==> config.mk <==
export PLATFORM = sky130hd
export DESIGN_NAME = rmcd_decoder
export DESIGN_NICKNAME = d
export VERILOG_FILES = /design/src/include/rmcd_pkg.sv /design/src/include/rmcd_byte_if.sv /design/src/hdl/rmcd_i2c_slave.sv /design/src/hdl/rmcd_decoder.sv
export SDC_FILE = /design/constraint.sdc
export NUM_CORES = 1
export LEC_CHECK = 0
export ABC_AREA = 1
export BUFFER_PORTS_ARGS = -buffer_cell sky130_fd_sc_hd__buf_2
export CORE_UTILIZATION = 32
export CTS_CLUSTER_DIAMETER = 150
export CTS_CLUSTER_SIZE = 10
export DETAILED_ROUTE_END_ITERATION = 7
export GPL_ROUTABILITY_DRIVEN = 0
export GPL_TIMING_DRIVEN = 1
export SLEW_MARGIN = 20
export SYNTH_ARGS = -nofsm -noshare
export SYNTH_HDL_FRONTEND = slang
export SYNTH_SLANG_ARGS = --single-unit
export TNS_END_PERCENT = 10
==> constraint.sdc <==
create_clock -name core_clk -period 2.2 [get_ports core_clk]
set_clock_uncertainty 0.2 [all_clocks]
set_input_delay 0.22 -clock core_clk [delete_from_list [all_inputs] [get_ports core_clk]]
set_output_delay 0.22 -clock core_clk [all_outputs]
set_load 0.02 [all_outputs]
==> src/include/rmcd_pkg.sv <==
`default_nettype none
package rmcd_pkg;

  // Command codes.
  localparam logic [7:0] CMD_RAW_S0  = 8'ha0;
  localparam logic [7:0] CMD_RAW_S1  = 8'ha1;
  localparam logic [7:0] CMD_RAW_S2  = 8'ha2;
  localparam logic [7:0] CMD_RAW_S3  = 8'ha3;
  localparam logic [7:0] CMD_RAW_T   = 8'ha6;
  localparam logic [7:0] CMD_FULL    = 8'haa;
  localparam logic [7:0] CMD_SEL_PRI = 8'hb0;
  localparam logic [7:0] CMD_SEL_SEC = 8'hb1;

  // Measurement configuration word and written bytes needed for an inline one.
  localparam int         CFG_W      = 16;
  localparam logic [3:0] INLINE_MIN = 4'h3;
  localparam logic [3:0] WCNT_MAX   = 4'hf;

  // Read lengths in bytes and the read index ceiling.
  localparam logic [3:0] LEN_RAW   = 4'h4;
  localparam logic [3:0] LEN_OTHER = 4'h5;
  localparam logic [3:0] LEN_FULL  = 4'h8;
  localparam logic [3:0] IDX_MAX   = 4'h8;

  // Status byte fields.
  localparam logic [7:0] ST_SEL_MASK   = 8'h02;
  localparam logic [7:0] ST_BUSY_MASK  = 8'h20;
  localparam logic [7:0] ST_POWER_MASK = 8'h40;

  // Values after reset.
  localparam logic       SEL_RST = 1'b0;
  localparam logic [3:0] CNT_RST = 4'h0;

  // Bit count of one I2C byte.
  localparam logic [3:0] BITS_PER_BYTE = 4'h8;
  localparam logic [3:0] FIRST_BIT_OUT = 4'h1;

  typedef enum logic [1:0] {
    RMCD_RES_NONE,
    RMCD_RES_SENSOR,
    RMCD_RES_TEMP,
    RMCD_RES_FULL
  } rmcd_res_t;

  typedef enum logic [2:0] {
    RMCD_ST_IDLE,
    RMCD_ST_ADDR,
    RMCD_ST_RX,
    RMCD_ST_ACK,
    RMCD_ST_TX,
    RMCD_ST_MACK
  } rmcd_i2c_st_t;

  function automatic logic [3:0] rmcd_rd_len(input rmcd_res_t res);
    rmcd_rd_len = (res == RMCD_RES_FULL) ? LEN_FULL :
                  (res == RMCD_RES_NONE) ? LEN_OTHER : LEN_RAW;
  endfunction

endpackage
`default_nettype wire

==> src/include/rmcd_byte_if.sv <==
`timescale 1ns/1ps
`default_nettype none
interface rmcd_byte_if;
  logic       frame_begin;
  logic       frame_rw;
  logic       frame_end;
  logic       rx_valid;
  logic [7:0] rx_data;
  logic       tx_take;
  logic [7:0] tx_data;

  modport slave (
    output frame_begin,
    output frame_rw,
    output frame_end,
    output rx_valid,
    output rx_data,
    output tx_take,
    input  tx_data
  );

  modport decoder (
    input  frame_begin,
    input  frame_rw,
    input  frame_end,
    input  rx_valid,
    input  rx_data,
    input  tx_take,
    output tx_data
  );
endinterface
`default_nettype wire

==> src/hdl/rmcd_i2c_slave.sv <==
`timescale 1ns/1ps
`default_nettype none
module rmcd_i2c_slave (
  // Clock and reset.
  input  wire logic       core_clk,
  input  wire logic       rst,
  // Bus pins.
  input  wire logic       scl_in,
  input  wire logic       sda_in,
  output logic            sda_out,
  output logic            sda_oe,
  // Own address.
  input  wire logic [6:0] dev_addr,
  // Byte side.
  rmcd_byte_if.slave      bif
);

  rmcd_pkg::rmcd_i2c_st_t state_reg;
  logic       scl_reg;
  logic       sda_reg;
  logic [3:0] cnt_reg;
  logic [7:0] sh_reg;
  logic       rw_reg;
  logic       nack_reg;
  logic       oe_reg;
  logic       active_reg;
  logic       begin_reg;
  logic       rxv_reg;
  logic       end_reg;
  logic       take_reg;

  wire scl_rise   = scl_in & ~scl_reg;
  wire scl_fall   = ~scl_in & scl_reg;
  wire start_cond = scl_in & scl_reg & sda_reg & ~sda_in;
  wire stop_cond  = scl_in & scl_reg & ~sda_reg & sda_in;
  wire byte_done  = (cnt_reg == rmcd_pkg::BITS_PER_BYTE);
  wire addr_hit   = (sh_reg[7:1] == dev_addr);
  wire load_tx    = scl_fall & (((state_reg == rmcd_pkg::RMCD_ST_ACK) & rw_reg) |
                                ((state_reg == rmcd_pkg::RMCD_ST_MACK) & ~nack_reg));

  assign sda_out         = 1'b0;
  assign sda_oe          = oe_reg;
  assign bif.frame_begin = begin_reg;
  assign bif.frame_rw    = rw_reg;
  assign bif.frame_end   = end_reg;
  assign bif.rx_valid    = rxv_reg;
  assign bif.rx_data     = sh_reg;
  assign bif.tx_take     = take_reg;

  always_ff @(posedge core_clk) begin
    if (rst) begin
      scl_reg <= 1'b1;
      sda_reg <= 1'b1;
    end else begin
      scl_reg <= scl_in;
      sda_reg <= sda_in;
    end
  end

  // Open-drain slave: START, address with acknowledge, data with acknowledge, STOP.
  always_ff @(posedge core_clk) begin
    begin_reg <= 1'b0;
    rxv_reg   <= 1'b0;
    end_reg   <= 1'b0;
    take_reg  <= 1'b0;
    if (rst) begin
      state_reg  <= rmcd_pkg::RMCD_ST_IDLE;
      cnt_reg    <= rmcd_pkg::CNT_RST;
      sh_reg     <= 8'h00;
      rw_reg     <= 1'b0;
      nack_reg   <= 1'b0;
      oe_reg     <= 1'b0;
      active_reg <= 1'b0;
    end else if (start_cond || stop_cond) begin
      state_reg  <= start_cond ? rmcd_pkg::RMCD_ST_ADDR : rmcd_pkg::RMCD_ST_IDLE;
      cnt_reg    <= rmcd_pkg::CNT_RST;
      oe_reg     <= 1'b0;
      end_reg    <= active_reg;
      active_reg <= 1'b0;
    end else if (load_tx) begin
      sh_reg    <= bif.tx_data;
      oe_reg    <= ~bif.tx_data[7];
      take_reg  <= 1'b1;
      cnt_reg   <= rmcd_pkg::FIRST_BIT_OUT;
      state_reg <= rmcd_pkg::RMCD_ST_TX;
    end else begin
      unique case (state_reg)
        rmcd_pkg::RMCD_ST_IDLE: begin
        end
        rmcd_pkg::RMCD_ST_ADDR, rmcd_pkg::RMCD_ST_RX: begin
          if (scl_rise && !byte_done) begin
            sh_reg  <= {sh_reg[6:0], sda_in};
            cnt_reg <= cnt_reg + 4'h1;
          end else if (scl_fall && byte_done) begin
            if (state_reg == rmcd_pkg::RMCD_ST_RX) begin
              rxv_reg   <= 1'b1;
              oe_reg    <= 1'b1;
              state_reg <= rmcd_pkg::RMCD_ST_ACK;
            end else if (addr_hit) begin
              rw_reg     <= sh_reg[0];
              begin_reg  <= 1'b1;
              active_reg <= 1'b1;
              oe_reg     <= 1'b1;
              state_reg  <= rmcd_pkg::RMCD_ST_ACK;
            end else begin
              state_reg <= rmcd_pkg::RMCD_ST_IDLE;
            end
          end
        end
        rmcd_pkg::RMCD_ST_ACK: begin
          if (scl_fall) begin
            oe_reg    <= 1'b0;
            cnt_reg   <= rmcd_pkg::CNT_RST;
            state_reg <= rmcd_pkg::RMCD_ST_RX;
          end
        end
        rmcd_pkg::RMCD_ST_TX: begin
          if (scl_fall && byte_done) begin
            oe_reg    <= 1'b0;
            state_reg <= rmcd_pkg::RMCD_ST_MACK;
          end else if (scl_fall) begin
            oe_reg  <= ~sh_reg[6];
            sh_reg  <= {sh_reg[6:0], 1'b0};
            cnt_reg <= cnt_reg + 4'h1;
          end
        end
        rmcd_pkg::RMCD_ST_MACK: begin
          if (scl_rise) begin
            nack_reg <= sda_in;
          end else if (scl_fall) begin
            state_reg <= rmcd_pkg::RMCD_ST_IDLE;
          end
        end
        default: begin
          state_reg <= rmcd_pkg::RMCD_ST_IDLE;
        end
      endcase
    end
  end

endmodule
`default_nettype wire

==> src/hdl/rmcd_decoder.sv <==
// What this block does
// - Commands A0 and A2 measure with the stored configuration that is currently selected.
// - Commands A1 and A3 measure with a configuration sent over the bus instead of a stored one.
// - For A3 the two bytes right after the command byte form the configuration used for that measurement.
// - The raw temperature command A6 uses the stored configuration and ignores any bytes after the command.
// - Until a selection command arrives after reset, the primary configuration is the selected one.
// - A selection holds until reset or a command that selects the other configuration.
// - A read returns 4, 5 or 8 bytes depending on the last command.
// - A read starts with the status byte and then gives the result bytes, or the selected stored configuration after reset or a selection command.
// - The block acts as a plain I2C slave with START, address, acknowledge and STOP framing.
// - Bit 1 of the status byte shows which stored configuration is selected.
// - Command B0 selects the primary configuration and command B1 the secondary one.
`timescale 1ns/1ps
`default_nettype none
module rmcd_decoder (
  // Clock and reset.
  input  wire logic                       core_clk,
  input  wire logic                       rst,
  // Serial bus pins and own address.
  input  wire logic                       scl_in,
  input  wire logic                       sda_in,
  output logic                            sda_out,
  output logic                            sda_oe,
  input  wire logic [6:0]                 dev_addr,
  // Stored measurement configurations.
  input  wire logic [rmcd_pkg::CFG_W-1:0] meas_cfg_primary,
  input  wire logic [rmcd_pkg::CFG_W-1:0] meas_cfg_secondary,
  // Measurement engine.
  output logic                            meas_start,
  output logic                            meas_temp,
  output logic                            meas_full,
  output logic [rmcd_pkg::CFG_W-1:0]      meas_cfg_applied,
  input  wire logic                       meas_done,
  input  wire logic [23:0]                meas_sensor_val,
  input  wire logic [23:0]                meas_temp_val,
  // State.
  output logic                            cfg_sel_secondary,
  output logic                            busy
);

  rmcd_byte_if bif ();

  rmcd_i2c_slave u_slave (
    .core_clk (core_clk),
    .rst      (rst),
    .scl_in   (scl_in),
    .sda_in   (sda_in),
    .sda_out  (sda_out),
    .sda_oe   (sda_oe),
    .dev_addr (dev_addr),
    .bif      (bif)
  );

  rmcd_pkg::rmcd_res_t            res_reg;
  logic [7:0]                     cmd_reg;
  logic [7:0]                     d1_reg;
  logic [7:0]                     d2_reg;
  logic [3:0]                     wcnt_reg;
  logic [3:0]                     idx_reg;
  logic                           wr_frame_reg;
  logic                           sel_reg;
  logic                           busy_reg;
  logic                           start_reg;
  logic                           temp_reg;
  logic                           full_reg;
  logic [rmcd_pkg::CFG_W-1:0]     cfg_reg;
  logic [23:0]                    sens_reg;
  logic [23:0]                    tres_reg;

  // Command decode.
  wire exec       = bif.frame_end & wr_frame_reg & (wcnt_reg != rmcd_pkg::CNT_RST);
  wire is_stored  = (cmd_reg == rmcd_pkg::CMD_RAW_S0) | (cmd_reg == rmcd_pkg::CMD_RAW_S2) |
                    (cmd_reg == rmcd_pkg::CMD_RAW_T) | (cmd_reg == rmcd_pkg::CMD_FULL);
  wire is_inline  = (cmd_reg == rmcd_pkg::CMD_RAW_S1) | (cmd_reg == rmcd_pkg::CMD_RAW_S3);
  wire inline_ok  = is_inline & (wcnt_reg >= rmcd_pkg::INLINE_MIN);
  wire go         = exec & (is_stored | inline_ok) & ~busy_reg;
  wire sel_pri    = exec & (cmd_reg == rmcd_pkg::CMD_SEL_PRI);
  wire sel_sec    = exec & (cmd_reg == rmcd_pkg::CMD_SEL_SEC);

  // Configuration choice.
  wire [rmcd_pkg::CFG_W-1:0] stored_cfg = sel_reg ? meas_cfg_secondary : meas_cfg_primary;
  wire [rmcd_pkg::CFG_W-1:0] cfg_next   = is_inline ? {d1_reg, d2_reg} : stored_cfg;
  wire rmcd_pkg::rmcd_res_t  res_next   = (cmd_reg == rmcd_pkg::CMD_RAW_T) ? rmcd_pkg::RMCD_RES_TEMP :
                                          (cmd_reg == rmcd_pkg::CMD_FULL) ? rmcd_pkg::RMCD_RES_FULL :
                                          rmcd_pkg::RMCD_RES_SENSOR;

  // Read data.
  wire [7:0]  status_byte = rmcd_pkg::ST_POWER_MASK |
                            (busy_reg ? rmcd_pkg::ST_BUSY_MASK : 8'h00) |
                            (sel_reg ? rmcd_pkg::ST_SEL_MASK : 8'h00);
  wire [63:0] rd_frame    = (res_reg == rmcd_pkg::RMCD_RES_FULL)   ? {status_byte, sens_reg, tres_reg, 8'h00} :
                            (res_reg == rmcd_pkg::RMCD_RES_SENSOR) ? {status_byte, sens_reg, 32'h0} :
                            (res_reg == rmcd_pkg::RMCD_RES_TEMP)   ? {status_byte, tres_reg, 32'h0} :
                            {status_byte, stored_cfg, 40'h0};
  wire [63:0] rd_shift    = rd_frame << {idx_reg, 3'b000};
  wire [3:0]  rd_len      = rmcd_pkg::rmcd_rd_len(res_reg);
  wire        in_len      = (idx_reg < rd_len);

  assign bif.tx_data       = in_len ? rd_shift[63:56] : 8'h00;
  assign meas_start        = start_reg;
  assign meas_temp         = temp_reg;
  assign meas_full         = full_reg;
  assign meas_cfg_applied  = cfg_reg;
  assign cfg_sel_secondary = sel_reg;
  assign busy              = busy_reg;

  // Write frame capture; bytes past the second data byte are ignored.
  always_ff @(posedge core_clk) begin
    if (rst) begin
      wr_frame_reg <= 1'b0;
      wcnt_reg     <= rmcd_pkg::CNT_RST;
      cmd_reg      <= 8'h00;
      d1_reg       <= 8'h00;
      d2_reg       <= 8'h00;
    end else if (bif.frame_begin) begin
      wr_frame_reg <= ~bif.frame_rw;
      if (!bif.frame_rw) begin
        wcnt_reg <= rmcd_pkg::CNT_RST;
      end
    end else if (bif.rx_valid) begin
      if (wcnt_reg == 4'h0) begin
        cmd_reg <= bif.rx_data;
      end
      if (wcnt_reg == 4'h1) begin
        d1_reg <= bif.rx_data;
      end
      if (wcnt_reg == 4'h2) begin
        d2_reg <= bif.rx_data;
      end
      if (wcnt_reg != rmcd_pkg::WCNT_MAX) begin
        wcnt_reg <= wcnt_reg + 4'h1;
      end
    end
  end

  // Read index: restarts at the status byte on every read frame.
  always_ff @(posedge core_clk) begin
    if (rst || (bif.frame_begin && bif.frame_rw)) begin
      idx_reg <= rmcd_pkg::CNT_RST;
    end else if (bif.tx_take && idx_reg != rmcd_pkg::IDX_MAX) begin
      idx_reg <= idx_reg + 4'h1;
    end
  end

  // Selection state.
  always_ff @(posedge core_clk) begin
    if (rst) begin
      sel_reg <= rmcd_pkg::SEL_RST;
    end else if (sel_sec) begin
      sel_reg <= 1'b1;
    end else if (sel_pri) begin
      sel_reg <= 1'b0;
    end
  end

  // Measurement launch; a measurement command arriving while busy is dropped.
  always_ff @(posedge core_clk) begin
    if (rst) begin
      start_reg <= 1'b0;
      temp_reg  <= 1'b0;
      full_reg  <= 1'b0;
      busy_reg  <= 1'b0;
      cfg_reg   <= '0;
      res_reg   <= rmcd_pkg::RMCD_RES_NONE;
    end else begin
      start_reg <= go;
      if (go) begin
        busy_reg <= 1'b1;
        cfg_reg  <= cfg_next;
        temp_reg <= (cmd_reg == rmcd_pkg::CMD_RAW_T);
        full_reg <= (cmd_reg == rmcd_pkg::CMD_FULL);
        res_reg  <= res_next;
      end else begin
        if (meas_done) begin
          busy_reg <= 1'b0;
        end
        if (sel_pri || sel_sec) begin
          res_reg <= rmcd_pkg::RMCD_RES_NONE;
        end
      end
    end
  end

  always_ff @(posedge core_clk) begin
    if (rst) begin
      sens_reg <= 24'h000000;
      tres_reg <= 24'h000000;
    end else if (meas_done && busy_reg) begin
      sens_reg <= meas_sensor_val;
      tres_reg <= meas_temp_val;
    end
  end
endmodule
`default_nettype wire

==> key figures <==
Place
  • DP Cell Count: 1347
  • DP Worst Slack: roughly 0.15 ns
  • # port buffers: 113
  • HPWL after DPL: 14700 um

Critical path
  • R2R cell count: 7
  • Worst EP arrival: roughly 2.2 ns
  • Setup crit start kind: flip-flop
  • Flop2flop setup slack: 0.17 ns
  • RR Endpoint: u_slave.sda_oe$_SDFFE_PP0P_
  • CP required: 2.31 ns
  • Crit Path Max Fanout: 8
  • Element type at the critical path end: flip-flop
  • Worst reg2reg path startpoint: res_reg[1]$_SDFFE_PP0P_
  • WS Path Type: reg2reg
  • CP startpoint: res_reg[1]$_SDFFE_PP0P_

Synth
  • Mapped cell area: around 6700 um2
  • Synthesis-stage register bit count: 129
  • Synth Area per Inst: roughly 6.7 um2
  • Main synth FF type: dfxtp_1
  • Yosys warning total: 0
  • Post-synth top area cell: dfxtp_1
  • Number of synthesized flops with an enable pin: 0
  • Top cell type's share of synthesized area: 0.3875
  • Syn nets: 1091
  • Syn Inst Count: between 900 and 1000
  • Most numerous cell in the Yosys netlist: nand2_1
  • Yosys cell types: 41
  • Synth top cells by count: nand2_1, dfxtp_1, o21ai_0, nor2_1, inv_1
  • Async SR Flop Fraction: 0
  • Synth area leaders: dfxtp_1, nand2_1, o21ai_0, a21oi_1, nor2_1
  • Seq/Total Area, Yosys: 0.3875

Floorplan
  • Die area: 21410 um2
  • Die boundary width: between 100 and 150 um
  • Initial core utilization: 0.3283
  • I/O Pins: 115
  • Row count: 52
  • Die Ht: 146.3 um
  • Core Area: 20300 um2

Hold path
  • Hold depth: 7
  • Hold Crit Endpoint: meas_cfg_applied[13]$_SDFFE_PP0P_
  • Worst Hold Class: in2reg
  • Hold_sp: meas_cfg_primary[13]

Route
  • Pre-antenna DRT Iters: 5
  • Routed WL: 20050 um
  • Vias: 6814
  • Drt first-iter violations: 454
  • Vias/cell: roughly 4.8
  • # DRC: 0
  • Routed Antenna Nets: 0
  • WL/cell: 14.02 um

Pwr
  • Pwr dens: just under 800 nW/um2
  • Leak pwr: around 3.8 nW
  • Peak supply drop: 0.5083 mV

Clocking
  • CTS tree: done
  • CTS Buffer Depth: 2
  • TritonCTS Sinks: 129
  • Total CTS buffers: 17
  • H-tree depth: 4
  • Worst-path clk slew: ~0.060 ns
  • CTS root buf: clkbuf_16
  • Clk_lat worst skew: 0.43 ns

Layout
  • Area growth syn-to-layout: 30.51%
  • Fraction of layout cells with a size suffix above 1: 0.1914
  • Filler instances: 2137
  • Layout Cells excl Fill: 1430
  • Layout Nets: 1249
  • Ant diodes: 0

Global routing
  • First-pass GRT wire length: 32930 um
  • Overflow after GRT: 0
  • Met3 Use GR: 0.04281
  • Global Route Usage Sum: 0.1959
  • Met1 Use GR: 0.2615
  • Met2 Usage GRT: 0.3110
  • Number of global-route vias before repair: 6489
  • Pin count of the biggest net entering global routing: 82
  • Initial antenna violation count: 0
  • GR peak layer: met2

Timing
  • Min Tclk post-route: 2.032 ns
  • Crit share post-route: 0.9237
  • RSZ-0062 raised after global routing: no
  • Hold Slack: 0.09041 ns
  • Peak Freq: 492.1 MHz
  • Pins Over Slew Limit: 0
  • Final Worst Setup Slack: 0.1679 ns
  • Setup violators final: 0
  • Final hold vios: 0
  • Setup TNS: 0 ns

Flow run
  • Maxcap violations: 0

Run status
  • Status: finished clean
==> report_power, final <==
part	total, mW	leakage (nW)	internal [mW]	switching, mW
sequential	2.68	1.04	2.45	0.228
combinational	1.07	2.44	0.432	0.636
clock	3.07	0.313	1.99	1.08
==> worst max-delay path by stage <==
stage                                       end  slack, ns
global placement        res_reg[0]$_SDFFE_PP0P_       0.22
floorplan           u_slave.sda_oe$_SDFFE_PP0P_       0.35
finish              u_slave.sda_oe$_SDFFE_PP0P_       0.17
global route        u_slave.sda_oe$_SDFFE_PP0P_       0.01
CTS                     res_reg[0]$_SDFFE_PP0P_       0.13
detailed placement      res_reg[0]$_SDFFE_PP0P_       0.15
==> placed cells by master (no fill, tap or decap), types with 2 or more instances in the layout <==
| master | n |
|---|---|
| nand2_1 | 232 |
| dfxtp_1 | 129 |
| o21ai_0 | 115 |
| buf_2 | 113 |
| nor2_1 | 112 |
| inv_1 | 95 |
| a21oi_1 | 88 |
| dlygate4sd3_1 | 51 |
| nand3_1 | 49 |
| buf_4 | 19 |
| o211ai_1 | 17 |
| clkbuf_16 | 17 |
| a21oi_2 | 10 |
| ha_1 | 10 |
| nand3_2 | 9 |
| inv_2 | 8 |
| nor3_1 | 8 |
| nand4_1 | 8 |
| nor2_2 | 8 |
| nand2_2 | 7 |
| mux2i_1 | 5 |
| o21ai_1 | 4 |
| bufinv_16 | 4 |
| nor2_4 | 3 |
| a211oi_1 | 3 |
| or2_2 | 3 |
| and2_0 | 3 |
| clkinv_4 | 3 |
| clkbuf_8 | 3 |
| clkinv_1 | 2 |
| and2_1 | 2 |
| a31oi_1 | 2 |
| clkinv_2 | 2 |
| clkinvlp_4 | 2 |
| buf_12 | 2 |
==> final cells by class <==
cell class	count	area (um2)	area share
repair buffers	185	1259	0.1447
inverters	106	400.4	0.04604
clock inverters	12	180.2	0.02072
well taps	270	337.8	0.03884
multi-input cells	708	3471	0.3991
flip-flops and latches	129	2582	0.2969
clock buffers	20	466.7	0.05366
==> through the flow <==
stage | area [um2] | utilization | total power [mW]
4_1_cts | 8693 | 0.4283 | 6.866
6_report | 8697 | 0.4284 | 6.814
5_1_grt | 8697 | 0.4284 | 7.150
3_3_place_gp | 7536 | 0.3712 | 3.720
3_5_place_dp | 7536 | 0.3712 | 3.727
2_1_floorplan | 6664 | - | 3.373
==> kinds of logic (layout without fill, tap and decap cells) <==
| kind of cell | count (synthesis) | after routing | synth area share |
|---|---|---|---|
| xor+xnor | 1 | 1 | 0.001315 |
| compound gates | 242 | 242 | 0.1979 |
| flops | 129 | 129 | 0.3875 |
| mux | 5 | 5 | 0.007511 |
| simple gates | 449 | 449 | 0.2940 |
| buf+inv | 152 | 323 | 0.09238 |
| other cells | 1 | 1 | 0.0005627 |
| fa+ha+maj | 10 | 10 | 0.01878 |
==> repair_timing <==
| item | in CTS | in global routing |
|---|---|---|
| buffers inserted | 0 | 0 |
| gates resized for setup | 0 | 2 |
| endpoints found under the hold margin | 56 | 0 |
| hold buffers | 51 | 0 |
| setup endpoints to repair | 0 | 18 |
==> critical path: stages, from the launching register on <==
cell	delay, ns
dfxtp_1	0.45
nand2_1	0.16
ha_1	0.21
or2_2	0.29
nor3_4	0.34
nand2_2	0.13
nand2_1	0.08
a21oi_1	0.05
==> metal layers <==
layer,vias to the layer above,share of wire
met5,-,0
met3,23,0.054
met4,0,0.019
met1,3101,0.47
li1,3528,-
met2,162,0.46
Note: power is estimated with default switching activity, not from simulation.
